`config.mk`:
```
export PLATFORM = sky130hd
export DESIGN_NAME = sdm_supply_drop_monitor_control
export DESIGN_NICKNAME = d
export VERILOG_FILES = /design/src/logic/sdm_pkg.sv /design/src/logic/sdm_supply_drop_monitor_control.sv
export SDC_FILE = /design/constraint.sdc
export NUM_CORES = 1
export LEC_CHECK = 0
export ABC_AREA = 1
export ABC_CLOCK_PERIOD_IN_PS = 2700
export BUFFER_PORTS_ARGS = -buffer_cell sky130_fd_sc_hd__buf_2
export CORE_MARGIN = 3
export CORE_UTILIZATION = 58
export CTS_CLUSTER_SIZE = 25
export DETAILED_ROUTE_END_ITERATION = 7
export PLACE_DENSITY = 0.8
export SETUP_SLACK_MARGIN = 0.2
export SLEW_MARGIN = 40
export SYNTH_ARGS = -nofsm -noshare
export SYNTH_HDL_FRONTEND = slang
export SYNTH_SLANG_ARGS = --single-unit
```
`constraint.sdc`:
```
create_clock -name core_clk_in -period 2.7 [get_ports core_clk_in]
set_input_delay 0.135 -clock core_clk_in [delete_from_list [all_inputs] [get_ports core_clk_in]]
set_output_delay 0.135 -clock core_clk_in [all_outputs]
set_load 0.005 [all_outputs]
```
`src/logic/sdm_pkg.sv`:
```
/*
  Constants, types and decode helpers for the supply-drop monitor control.
  Assumes a single 250 MHz core clock and an 8-bit register port.
*/
package sdm_pkg;
  // Register offsets
  localparam logic [7:0] ADDR_MODE_CTRL  = 8'h00;
  localparam logic [7:0] ADDR_THRESH     = 8'h01;
  localparam logic [7:0] ADDR_WARN_LVL   = 8'h08;
  localparam logic [7:0] ADDR_IRQ_CTRL   = 8'h09;
  localparam logic [7:0] ADDR_IRQ_FLAGS  = 8'h0a;
  localparam logic [7:0] ADDR_STATUS     = 8'h0b;
  // Field positions
  localparam int SLEEP_LSB    = 0;
  localparam int RUN_LSB      = 2;
  localparam int RATE_BIT     = 4;
  localparam int IRQ_EN_BIT   = 0;
  localparam int IRQ_CFG_LSB  = 1;
  localparam int FLAG_BIT     = 0;
  localparam int STATUS_BIT   = 0;
  // Reset values
  localparam logic [1:0] RST_WARN_LVL = 2'h0;
  localparam logic [1:0] RST_IRQ_CFG  = 2'h0;
  // Mode, level and trigger codes
  localparam logic [1:0] MODE_DISABLED  = 2'h0;
  localparam logic [1:0] MODE_CONT      = 2'h1;
  localparam logic [1:0] MODE_SAMPLED   = 2'h2;
  localparam logic [1:0] MODE_CONT_WAIT = 2'h3;
  localparam logic [1:0] LVL_OFF        = 2'h0;
  localparam logic [1:0] CFG_FALL       = 2'h0;
  localparam logic [1:0] CFG_RISE       = 2'h1;
  localparam logic [1:0] CFG_BOTH       = 2'h2;
  // Timing
  localparam int CLK_HZ             = 250_000_000;
  localparam int CLK_PERIOD_NS      = 4;
  localparam int RATE_FAST_HZ       = 128;
  localparam int RATE_SLOW_HZ       = 32;
  localparam int SAMPLE_FAST_CYC    = CLK_HZ / RATE_FAST_HZ;
  localparam int SAMPLE_SLOW_CYC    = CLK_HZ / RATE_SLOW_HZ;
  localparam int SAMPLE_ON_NS       = 1000;
  localparam int SAMPLE_ON_CYC      =
    (SAMPLE_ON_NS + CLK_PERIOD_NS - 1) / CLK_PERIOD_NS;
  localparam int UNLOCK_WINDOW_INSTR = 4;
  localparam int UNLOCK_WINDOW_CYC   = UNLOCK_WINDOW_INSTR;

  typedef enum logic [1:0] {SDM_OFF, SDM_CONT, SDM_SAMP} sdm_mode_t;

  function automatic sdm_mode_t sdm_decode(input logic [1:0] code);
    sdm_mode_t m;
    m = SDM_OFF;
    unique case (code)
      MODE_DISABLED:  m = SDM_OFF;
      MODE_CONT:      m = SDM_CONT;
      MODE_SAMPLED:   m = SDM_SAMP;
      MODE_CONT_WAIT: m = SDM_CONT;
    endcase
    return m;
  endfunction
endpackage

```
`src/logic/sdm_supply_drop_monitor_control.sv`:
```
/*
  Supply-drop detector control with early-warning monitor and register port.
  Assumes analog comparator outputs are asynchronous, sleep and debug
  status and the unlock key pulse come from core-clock logic.
*/
// Function
// - Load all detector settings from fuses at reset
// - Threshold and run mode ignore software writes
// - Enable bit turns on the warning interrupt
// - Monitor stays off while detector disabled
// - Sampled mode samples the monitor too
// - Enabling with both-crossings sets the flag
// - Flag set on crossing in chosen direction
// - Request while enable and flag both set
// - No warning request while CPU debug halted
// - Sleep uses sleep mode, wake uses run
// - Sleep field unchanged without valid unlock
// - Rate bit: 0 is 128 Hz, 1 is 32 Hz
// - Run mode decode, mode 3 holds wake-up
// - Sleep mode decode, value 3 reserved
// - Rate, run and sleep fields from fuses
// - System reset when supply below threshold
// - Sampled mode powers detector only briefly
// - Warning level decode, zero means off
// - Trigger config decode, other values reserved
// - Flag sets only while detector enabled
// - Status shows below-warning while enabled
`timescale 1ns/1ps
module sdm_supply_drop_monitor_control
  import sdm_pkg::*;
#(
  parameter int SAMPLE_FAST = SAMPLE_FAST_CYC,
  parameter int SAMPLE_SLOW = SAMPLE_SLOW_CYC
)(
  input  wire logic       core_clk_in,
  input  wire logic       reset_n_in,
  input  wire logic [7:0] reg_addr_in,
  input  wire logic [7:0] reg_wdata_in,
  input  wire logic       reg_wr_in,
  input  wire logic       reg_rd_in,
  output logic      [7:0] reg_rdata_out,
  input  wire logic [2:0] fuse_threshold_in,
  input  wire logic [1:0] fuse_run_mode_in,
  input  wire logic [1:0] fuse_sleep_mode_in,
  input  wire logic       fuse_rate_in,
  input  wire logic       unlock_key_in,
  input  wire logic       deep_sleep_in,
  input  wire logic       debug_halt_in,
  input  wire logic       supply_below_bod_in,
  input  wire logic       supply_below_warn_in,
  input  wire logic       detector_ready_in,
  output logic            detector_power_out,
  output logic      [2:0] threshold_select_out,
  output logic      [1:0] warning_level_select_out,
  output logic            sys_reset_req_out,
  output logic            warning_irq_out,
  output logic            continuous_hold_wakeup_out
);
  localparam int CNT_W = $clog2(SAMPLE_SLOW + 1);

  logic [1:0]       rst_sync_ff;
  logic             rst_n;
  logic             load_pending_ff;
  logic [2:0]       thresh_ff;
  logic [1:0]       run_mode_ff;
  logic [1:0]       sleep_mode_ff;
  logic             rate_ff;
  logic [1:0]       warn_lvl_ff;
  logic [1:0]       irq_cfg_ff;
  logic             irq_en_ff;
  logic             flag_ff;
  logic             warn_below_ff;
  logic             bod_below_ff;
  logic [2:0]       unlock_cnt_ff;
  logic [2:0]       s1_ff;
  logic [2:0]       s2_ff;
  logic [2:0]       s3_ff;
  logic [2:0]       filt_ff;
  logic [CNT_W-1:0] smp_cnt_ff;
  logic             sleep_prev_ff;
  logic             hold_ff;
  logic [7:0]       rdata_ff;
  sdm_mode_t        cur_mode;
  logic             det_enabled;
  logic             sample_eval;
  logic             warn_active;
  logic             en_rise;
  logic             cross_fall;
  logic             cross_rise;
  logic             set_flag;
  logic             wr_mode;
  logic             wr_flags;
  logic             wr_irq;
  logic [CNT_W-1:0] period_last;

  // Reset release through two flops
  always_ff @(posedge core_clk_in or negedge reset_n_in)
  begin
    if (!reset_n_in)
      rst_sync_ff <= 2'h0;
    else
      rst_sync_ff <= {rst_sync_ff[0], 1'b1};
  end
  assign rst_n = rst_sync_ff[1];

  // Analog inputs: three flops, accept when second and third agree
  always_ff @(posedge core_clk_in or negedge rst_n)
  begin
    if (!rst_n)
    begin
      s1_ff   <= 3'h0;
      s2_ff   <= 3'h0;
      s3_ff   <= 3'h0;
      filt_ff <= 3'h0;
    end
    else
    begin
      s1_ff <= {detector_ready_in, supply_below_warn_in,
                supply_below_bod_in};
      s2_ff <= s1_ff;
      s3_ff <= s2_ff;
      for (int i = 0; i < 3; i++)
        if (s2_ff[i] == s3_ff[i])
          filt_ff[i] <= s3_ff[i];
    end
  end

  assign wr_mode  = reg_wr_in && (reg_addr_in == ADDR_MODE_CTRL);
  assign wr_irq   = reg_wr_in && (reg_addr_in == ADDR_IRQ_CTRL);
  assign wr_flags = reg_wr_in && (reg_addr_in == ADDR_IRQ_FLAGS);

  // Fuse capture on the first edge after reset release
  always_ff @(posedge core_clk_in or negedge rst_n)
  begin
    if (!rst_n)
      load_pending_ff <= 1'b1;
    else
      load_pending_ff <= 1'b0;
  end

  // Fuse-fixed fields; no write path exists
  always_ff @(posedge core_clk_in or negedge rst_n)
  begin
    if (!rst_n)
    begin
      thresh_ff   <= 3'h0;
      run_mode_ff <= 2'h0;
      rate_ff     <= 1'b0;
    end
    else if (load_pending_ff)
    begin
      thresh_ff   <= fuse_threshold_in;
      run_mode_ff <= fuse_run_mode_in;
      rate_ff     <= fuse_rate_in;
    end
  end

  // Unlock window opened by the key pulse
  always_ff @(posedge core_clk_in or negedge rst_n)
  begin
    if (!rst_n)
      unlock_cnt_ff <= 3'h0;
    else if (unlock_key_in)
      unlock_cnt_ff <= 3'(UNLOCK_WINDOW_CYC);
    else if (wr_mode)
      unlock_cnt_ff <= 3'h0;
    else if (unlock_cnt_ff != 3'h0)
      unlock_cnt_ff <= unlock_cnt_ff - 3'h1;
  end

  // Protected sleep field; reserved code 3 is not accepted from writes, but fuses can load it
  always_ff @(posedge core_clk_in or negedge rst_n)
  begin
    if (!rst_n)
      sleep_mode_ff <= 2'h0;
    else if (load_pending_ff)
      sleep_mode_ff <= fuse_sleep_mode_in;
    else if (wr_mode && (unlock_cnt_ff != 3'h0) &&
             (reg_wdata_in[SLEEP_LSB +: 2] != MODE_CONT_WAIT))
      sleep_mode_ff <= reg_wdata_in[SLEEP_LSB +: 2];
  end

  // Warning configuration registers
  always_ff @(posedge core_clk_in or negedge rst_n)
  begin
    if (!rst_n)
    begin
      warn_lvl_ff <= RST_WARN_LVL;
      irq_cfg_ff  <= RST_IRQ_CFG;
      irq_en_ff   <= 1'b0;
    end
    else
    begin
      if (reg_wr_in && (reg_addr_in == ADDR_WARN_LVL))
        warn_lvl_ff <= reg_wdata_in[1:0];
      if (wr_irq)
      begin
        irq_cfg_ff <= reg_wdata_in[IRQ_CFG_LSB +: 2];
        irq_en_ff  <= reg_wdata_in[IRQ_EN_BIT];
      end
    end
  end

  // Active mode follows sleep state
  assign cur_mode    = deep_sleep_in ? sdm_decode(sleep_mode_ff)
                                     : sdm_decode(run_mode_ff);
  assign det_enabled = (cur_mode != SDM_OFF);
  assign period_last = rate_ff ? CNT_W'(SAMPLE_SLOW - 1)
                               : CNT_W'(SAMPLE_FAST - 1);

  // Sample period counter, idle outside sampled mode
  always_ff @(posedge core_clk_in or negedge rst_n)
  begin
    if (!rst_n)
      smp_cnt_ff <= '0;
    else if ((cur_mode != SDM_SAMP) || (smp_cnt_ff >= period_last))
      smp_cnt_ff <= '0;
    else
      smp_cnt_ff <= smp_cnt_ff + CNT_W'(1);
  end

  // Detector is powered always in continuous mode, for a short window at each period start in sampled mode
  assign detector_power_out = (cur_mode == SDM_CONT) ||
    ((cur_mode == SDM_SAMP) &&
     (smp_cnt_ff < CNT_W'(SAMPLE_ON_CYC)));
  assign sample_eval = (cur_mode == SDM_CONT) ||
    ((cur_mode == SDM_SAMP) &&
     (smp_cnt_ff == CNT_W'(SAMPLE_ON_CYC - 1)));

  // Brown-out result, held between samples
  always_ff @(posedge core_clk_in or negedge rst_n)
  begin
    if (!rst_n)
      bod_below_ff <= 1'b0;
    else if (!det_enabled)
      bod_below_ff <= 1'b0;
    else if (sample_eval)
      bod_below_ff <= filt_ff[0];
  end
  assign sys_reset_req_out = det_enabled && bod_below_ff;

  assign warn_active = det_enabled && irq_en_ff &&
                       (warn_lvl_ff != LVL_OFF);
  // Previous state reloads on enable, so only the both setting flags then
  assign en_rise    = wr_irq && reg_wdata_in[IRQ_EN_BIT] && !irq_en_ff;
  assign cross_fall = sample_eval && filt_ff[1] && !warn_below_ff;
  assign cross_rise = sample_eval && !filt_ff[1] && warn_below_ff;

  always_comb
  begin
    set_flag = 1'b0;
    if (en_rise && det_enabled &&
        (reg_wdata_in[IRQ_CFG_LSB +: 2] == CFG_BOTH))
      set_flag = 1'b1;
    else if (warn_active)
    begin
      unique case (irq_cfg_ff)
        CFG_FALL: set_flag = cross_fall;
        CFG_RISE: set_flag = cross_rise;
        CFG_BOTH: set_flag = cross_fall || cross_rise;
        default:  set_flag = 1'b0;
      endcase
    end
  end

  // Below-warning state tracks the monitor level
  always_ff @(posedge core_clk_in or negedge rst_n)
  begin
    if (!rst_n)
      warn_below_ff <= 1'b0;
    else if (!det_enabled || (warn_lvl_ff == LVL_OFF))
      warn_below_ff <= 1'b0;
    else if (sample_eval || en_rise)
      warn_below_ff <= filt_ff[1];
  end

  // Sticky flag; a set in the clear cycle wins
  always_ff @(posedge core_clk_in or negedge rst_n)
  begin
    if (!rst_n)
      flag_ff <= 1'b0;
    else if (set_flag && det_enabled)
      flag_ff <= 1'b1;
    else if (wr_flags && reg_wdata_in[FLAG_BIT])
      flag_ff <= 1'b0;
  end

  assign warning_irq_out = irq_en_ff && flag_ff &&
                           !debug_halt_in;

  // Wake-up hold for continuous-with-wait run mode
  always_ff @(posedge core_clk_in or negedge rst_n)
  begin
    if (!rst_n)
    begin
      sleep_prev_ff <= 1'b0;
      hold_ff       <= 1'b0;
    end
    else
    begin
      sleep_prev_ff <= deep_sleep_in;
      if (sleep_prev_ff && !deep_sleep_in &&
          (run_mode_ff == MODE_CONT_WAIT))
        hold_ff <= 1'b1;
      else if (filt_ff[2])
        hold_ff <= 1'b0;
    end
  end
  assign continuous_hold_wakeup_out = hold_ff;

  assign threshold_select_out     = thresh_ff;
  assign warning_level_select_out = warn_lvl_ff;

  // Read data one cycle after the strobe, zero otherwise
  always_ff @(posedge core_clk_in or negedge rst_n)
  begin
    if (!rst_n)
      rdata_ff <= 8'h00;
    else if (!reg_rd_in)
      rdata_ff <= 8'h00;
    else
    begin
      unique case (reg_addr_in)
        ADDR_MODE_CTRL: rdata_ff <= {3'h0, rate_ff, run_mode_ff,
                                     sleep_mode_ff};
        ADDR_THRESH:    rdata_ff <= {5'h00, thresh_ff};
        ADDR_WARN_LVL:  rdata_ff <= {6'h00, warn_lvl_ff};
        ADDR_IRQ_CTRL:  rdata_ff <= {5'h00, irq_cfg_ff, irq_en_ff};
        ADDR_IRQ_FLAGS: rdata_ff <= {7'h00, flag_ff};
        ADDR_STATUS:    rdata_ff <= {7'h00,
                                     warn_below_ff && det_enabled};
        default:        rdata_ff <= 8'h00;
      endcase
    end
  end
  assign reg_rdata_out = rdata_ff;
endmodule

```
==> flow_summary_export.csv, run 1 <==
group,metric,value,unit
yosys,synth_edf_count,0,
global_route,grt_max_degree,27,
critical_path,crit_family,"flip-flops",
pwr,powerDensity,533.3,nW/um^2
die,core,6026,um^2
global_route,overflow,0,
die,die_area,7290,um^2
yosys,syn-cell-area,3655,um^2
routing,drc,0,
job,drv_cap,0,
finish,layout-drive-gt1-share,14.29,%
yosys,ys.flop_type,"dfrtp_1",
routing,via_count,3257,
routing,drt_iter0_drc,182,
yosys,synth.top_cells.by_area,"dfrtp_1 (43%), nand2_1 (11%), nor2_1 (7.4%), inv_1 (6.9%), ha_1 (6.8%)",
die,die_x,85.38,um
pwr,leakagePower,2.192,nW
sta,max_freq,422.8,MHz
clock_network,clkSinkCount,64,
finish,fin_nets,581,
finish,antennaDiodeCount,0,
yosys,yosysTopAreaCell,"dfrtp_1",
sta,setup-tns-final,0,ns
sta,setup_viol,0,
yosys,synth-simple-area-share,30.23,%
yosys,syn_area_per_cell,7.843,um^2
yosys,synth_warnings,0,
yosys,synth.top_cells.by_count,"nand2_1 (110), nor2_1 (72), inv_1 (67)",
yosys,yosysSeqAreaShare,43.85,%
placement,place.gp.congestion,0.9251,
routing,viasPerCell,5.366,
yosys,synthMuxAreaShare,0,%
sta,skew,0.01112,ns
yosys,synthCells,466,
yosys,netlist.area_leader.share,43.14,%
sta,fin_crit_sh,87.60,%
critical_path,crit_arrival,2.64,ns
critical_path,path_buf_inv,3,
clock_network,clkLatencyLatePin,0.36,ns
placement,dp.cells,580,
global_route,grt_usage,24.37,%
clock_network,numCtsBuffers,9,
yosys,synth_compound_area_share,5.443,%
finish,area_delta_synth_final,17.01,%
placement,portBuffers,42,
critical_path,worst_path_max_delay_cell,"dfrtp_1",
critical_path,slowest_delay,0.61,ns
critical_path,crit_path_end_kind,"register",
placement,hpwl,5930,um
run_status,status,"completed",
die,die_h,85.38,um
global_route,antenna_found_initial,0,
yosys,synth_top_family_by_area,"simple AND/OR/NAND/NOR gates",
die,num_io_pins,51,
clock_network,htree_num_levels,3,
routing,wire_per_inst,13.54,um
critical_path,critical_path_class,"reg2reg",
routing,drt-total-wl,8217,um
yosys,synthAdderAreaFrac,7.669,%
die,start_util,60.65,%
clock_network,cts.reportedPaths.clkPinSlew,0.08,ns
finish,postLayoutCoreUtil,70.97,%
clock_network,cts_tree,"done",
global_route,grt_pass1_vias,3134,
die,rows,28,
sta,rsz0062_at_grt,"false",
yosys,synth_most_common_cell,"nand2_1",
yosys,async_flop_share,100.0,%
routing,detail-route-antenna-nets,0,
critical_path,cp-start-kind,"register",
pwr,ir_worst_vdd,0.3970,mV
finish,instances_no_fill,607,
yosys,synth_cell_types,38,
sta,min_period,2.365,ns
critical_path,cp.required,2.98,ns
critical_path,crit_fanout,23,
clock_network,cts_buffer_depth,2,
sta,hold_viol_final,0,
routing,drt_pre_antenna_iters,5,
hold_path,hold_path_class,"in2reg",
yosys,ys_ff_latch,64,
global_route,grt_pass1_wl,14100,um
yosys,synth-xor-area-share,4.074,%
sta,slew_viol_final,0,
critical_path,cp_cell_sequence,"clkinvlp_4, buf_4, ha_1, a21oi_1, o21a_1, nand2_1, a21oi_1, nand4_2, buf_4, nor2_1",
clock_network,cts-root-buf,"clkbuf_8",
-- cell type report --
cell class                 instances  area [um^2]
timing repair buffer              56        340.3
clock buffer                       9        123.9
multi-input combinational        328         1752
clock inverter                     7        103.9
tap                               75        93.84
sequential                        64         1604
inverter                          68        259.0
fill                             495         1749
-- per-stage QoR --
| step | hold slack [ns] | total power, mW | worst slack (ns) | area, um^2 |
|---|---|---|---|---|
| CTS | 0.0006564 | 2.289 | 0.4130 | 4255 |
| detailed placement | -0.07943 | 1.338 | 0.4241 | 3938 |
| global route | 0.004861 | 2.392 | 0.1824 | 4277 |
| global placement | -0.08023 | 1.318 | 0.4995 | 3938 |
| floorplan | -0.1606 | 1.244 | 0.7878 | 3666 |
| finish | 0.009763 | 2.281 | 0.3348 | 4277 |
-- path summary, 6_finish.rpt --
| kind | start | to | slack (ns) | depth (start not counted) |
|---|---|---|---|---|
| max in group asynchronous | rst_sync_ff[1]$_DFF_PN0_ | smp_cnt_ff[14]$_DFF_PN0_ | 1.79 | 1 |
| worst max-delay path | rate_ff$_DFFE_PN0P_ | smp_cnt_ff[21]$_DFF_PN0_ | 0.33 | 10 |
| worst min register to register | rst_sync_ff[1]$_DFF_PN0_ | s1_ff[2]$_DFF_PN0_ | 0.21 | 0 |
| worst min-delay path | unlock_key_in | unlock_cnt_ff[2]$_DFFE_PN0P_ | 0.01 | 3 |
| min in group asynchronous | reset_n_in | rst_sync_ff[1]$_DFF_PN0_ | 0.07 | 2 |
| worst max register to register | rate_ff$_DFFE_PN0P_ | smp_cnt_ff[21]$_DFF_PN0_ | 0.33 | 10 |
-- flip-flops by register name, indices dropped and copies added, names as in the netlist, 2 cells and up --
name	flops
threshold_select_out	3
warning_level_select_out	2
s1_ff	3
s2_ff	3
reg_rdata_out	5
unlock_cnt_ff	3
rst_sync_ff	2
s3_ff	3
sleep_mode_ff	2
irq_cfg_ff	2
filt_ff	3
run_mode_ff	2
smp_cnt_ff	23
-- worst reg2reg max path, stage by stage, from the launching register on --
cell and delay [ns]:
dfrtp_1 0.61, clkinvlp_4 0.14, buf_4 0.20, ha_1 0.34, a21oi_1 0.14, o21a_1 0.13
nand2_1 0.05, a21oi_1 0.19, nand4_2 0.11, buf_4 0.24, nor2_1 0.14
-- placed cells by master (no fill, tap or decap), types with 2 or more instances in the layout --
master,instances
buf_2,42
inv_1,66
xnor2_1,6
xor2_1,11
maj3_1,3
buf_4,4
nand2_1,110
bufinv_16,2
nand4_1,13
nand2_4,2
ha_1,20
dfrtp_1,62
nand3_1,31
nor3_1,9
clkbuf_8,9
a21oi_1,8
nand3_2,2
nor2_1,72
conb_1,5
dlygate4sd3_1,10
o21ai_0,19
nand3b_1,2
clkinv_4,4
-- layer usage --
metal  share of wire, %  global-route usage [%]
met1                 46                   33.31
met2                 46                   37.08
met3                5.7                   6.796
met4                3.0                   9.065
met5                  0                       0
-- power by group --
part / switching [mW] / internal [mW] / total (mW)
clock: 0.417 / 0.529 / 0.946
sequential: 0.0470 / 1.01 / 1.06
combinational: 0.164 / 0.113 / 0.277
total: 0.628 / 1.65 / 2.28
-- kinds of logic (layout without fill, tap and decap cells) --
family | count (synthesis) | after routing
compound gates | 35 | 35
buf+inv | 77 | 140
fa+ha+maj | 23 | 23
simple gates | 248 | 248
xor+xnor | 17 | 17
flops | 64 | 64
other cells | 2 | 5
-- repair_timing --
item	4_1_cts	5_1_grt
endpoints found under the setup margin	0	9
hold buffers	9	1
endpoints found under the hold margin	10	1
buffers inserted	0	1
resized for setup	0	1
No activity file was read; power rests on OpenSTA's default activity.
==> inputs of run 2 (changes only) <==
- CORE_UTILIZATION: 58 -> 60
- CTS_BUF_LIST: default -> sky130_fd_sc_hd__clkbuf_4 sky130_fd_sc_hd__clkbuf_8
- PLACE_DENSITY: 0.8 -> 0.83
- SETUP_SLACK_MARGIN: 0.2 -> 0.4
- SKIP_LAST_GASP: default -> 1
==> flow_summary_export.csv, run 2 (synthesis gave the netlist of run 1 again) <==
group,metric,value,unit
run_status,status,"completed",
routing,drt_iter0_drc,260,
placement,dpl_cell_area,3939,um^2
sta,min_period,2.131,ns
pwr,p_clk_share,41.5,%
critical_path,crit_arrival,2.36,ns
sta,setup_viol,0,
clock_network,cts_tree,"done",
global_route,grt_usage,24.93,%
sta,skew,0.008647,ns
routing,drc,0,
placement,dp.cells,576,
clock_network,clkLatencyLatePin,0.35,ns
finish,layout_common_cells,"nand2_1 (110), nor2_1 (72), inv_1 (66), dfrtp_1 (61), buf_2 (42)",
pwr,p_int,1.658,mW
routing,detail-route-antenna-nets,0,
critical_path,cp.required,2.93,ns
critical_path,critical_path_class,"reg2reg",
placement,hpwl,5938,um
finish,regMostFlops,"smp_cnt_ff",
global_route,grt_max_degree,44,
clock_network,htree_num_levels,3,
finish,instances_no_fill,604,
pwr,pwr-share-comb,12.5,%
sta,rsz0062_at_grt,"false",
global_route,antenna_found_initial,0,
pwr,share_seq_of_total_power,46.0,%
finish,layout-drive-gt1-share,14.85,%
sta,setup-tns-final,0,ns
finish,antennaDiodeCount,0,
critical_path,crit_path_end_kind,"register",
global_route,overflow,0,
clock_network,numCtsBuffers,9,
die,core,5709,um^2
routing,drt-total-wl,8454,um
finish,fin_nets,581,
global_route,grt_pass1_wl,14060,um
critical_path,cp_cell_sequence,"clkinvlp_4, ha_1, nand2_1, nor2_1, nand2_1, nor2_1, nand2_1, nand4_2, buf_4, nor2_1",
die,die_x,84.05,um
sta,hold_viol_final,0,
pwr,sw_frac_of_total,27.92,%
job,drv_cap,0,
clock_network,cts_buffer_depth,2,
hold_path,hold_path_class,"in2reg",
critical_path,crit_fanout,23,
die,start_util,64.01,%
pwr,switchingPower,0.6421,mW
placement,place.gp.congestion,0.9167,
critical_path,cp-start-kind,"register",
sta,max_freq,469.2,MHz
critical_path,crit_family,"simple AND/OR/NAND/NOR gates",
finish,largest_reg_flops,23,
die,die_h,84.05,um
finish,area_delta_synth_final,17.15,%
clock_network,clkSinkCount,64,
global_route,grt_pass1_vias,3129,
placement,portBuffers,42,
die,rows,27,
die,num_io_pins,51,
clock_network,cts.reportedPaths.clkPinSlew,0.08,ns
critical_path,worst_path_max_delay_cell,"dfrtp_2",
sta,fin_crit_sh,78.93,%
die,die_area,7064,um^2
sta,slew_viol_final,0,
pwr,ir_worst_vdd,0.5990,mV
pwr,leakagePower,2.193,nW
critical_path,slowest_delay,0.47,ns
routing,via_count,3311,
clock_network,cts-root-buf,"clkbuf_8",
critical_path,path_buf_inv,2,
routing,viasPerCell,5.482,
routing,drt_pre_antenna_iters,7,
finish,layout_commonest_cell,"nand2_1",
pwr,powerDensity,537.1,nW/um^2
routing,wire_per_inst,14.00,um
finish,design_area,4282,um^2
==> run 2: changes by cell type in the layout (fill, tap and decap cells not counted) <==
cell,delta
buf_12,+1
dlygate4sd3_1,-2
dfrtp_2,+1
clkinvlp_4,+1
clkinv_4,-1
dfrtp_1,-1
inv_6,+1
==> run 2: area by class of cell <==
| class | instances | area, um^2 |
|---|---|---|
| Multi-Input combinational cell | 328 | 1752 |
| Clock buffer | 9 | 123.9 |
| Sequential cell | 64 | 1605 |
| Clock inverter | 7 | 103.9 |
| Timing Repair inverter | 1 | 7.507 |
| Fill cell | 416 | 1428 |
| Inverter | 68 | 259.0 |
| Tap cell | 72 | 90.09 |
| Timing Repair Buffer | 55 | 340.3 |
==> run 2: worst paths after layout <==
kind	from	end	slack [ns]	cells past startpoint
setup / recovery	rate_ff$_DFFE_PN0P_	smp_cnt_ff[13]$_DFF_PN0_	0.57	10
hold / removal	fuse_rate_in	rate_ff$_DFFE_PN0P_	0.006	3
setup reg to reg	rate_ff$_DFFE_PN0P_	smp_cnt_ff[13]$_DFF_PN0_	0.57	10
hold reg to reg	rst_sync_ff[1]$_DFF_PN0_	smp_cnt_ff[1]$_DFF_PN0_	0.23	0
max in group asynchronous	rst_sync_ff[1]$_DFF_PN0_	load_pending_ff$_DFF_PN1_	1.83	1
min in group asynchronous	reset_n_in	rst_sync_ff[0]$_DFF_PN0_	0.08	2
==> run 2: power by group through the flow <==
stage / sequential (mW) / clock (mW) / combinational (mW)
after CTS: 1.06 / 0.956 / 0.277
after global routing: 1.07 / 1.00 / 0.332
after global placement: 1.07 / 0 / 0.247
after floorplan: 1.07 / 0 / 0.174
after detailed placement: 1.08 / 0 / 0.263
final: 1.06 / 0.955 / 0.287
==> run 2: worst min-delay path, delay by kind of cell <==
| kind | cells | cell delay (ns) |
|---|---|---|
| buffers and inverters | 1 | 0.08 |
| AOI/OAI and AO/OA | 1 | 0.06 |
| and+or+nand+nor | 1 | 0.04 |
==> run 2: per-stage QoR <==
stage                     total power, mW  setup WS, ns  hold slack, ns  util [%]
after floorplan                     1.244        0.7878         -0.1606         -
after global placement              1.320        0.4867        -0.08020     68.99
after detailed placement            1.340        0.4324        -0.07788     68.99
final                               2.300        0.5688        0.006158     74.99
after global routing                2.404        0.3898         0.01336     74.99
after CTS                           2.291        0.5212       0.0002674     74.40
==> run 2: routing by layer <==
layer,routed length (um),track usage (%)
met1,3768,33.44
met2,3928,39.53
met3,604,4.936
met4,152,10.09
met5,0,0
==> run 2: what timing repair did <==
| item | in CTS | in global routing |
|---|---|---|
| gates resized for setup | 1 | 2 |
| gates cloned | 0 | 1 |
| pin swaps | 0 | 0 |
| setup buffers | 0 | 3 |
| endpoints found under the setup margin | 23 | 23 |
| hold buffers | 8 | 0 |
| hold endpoints to repair | 9 | 0 |
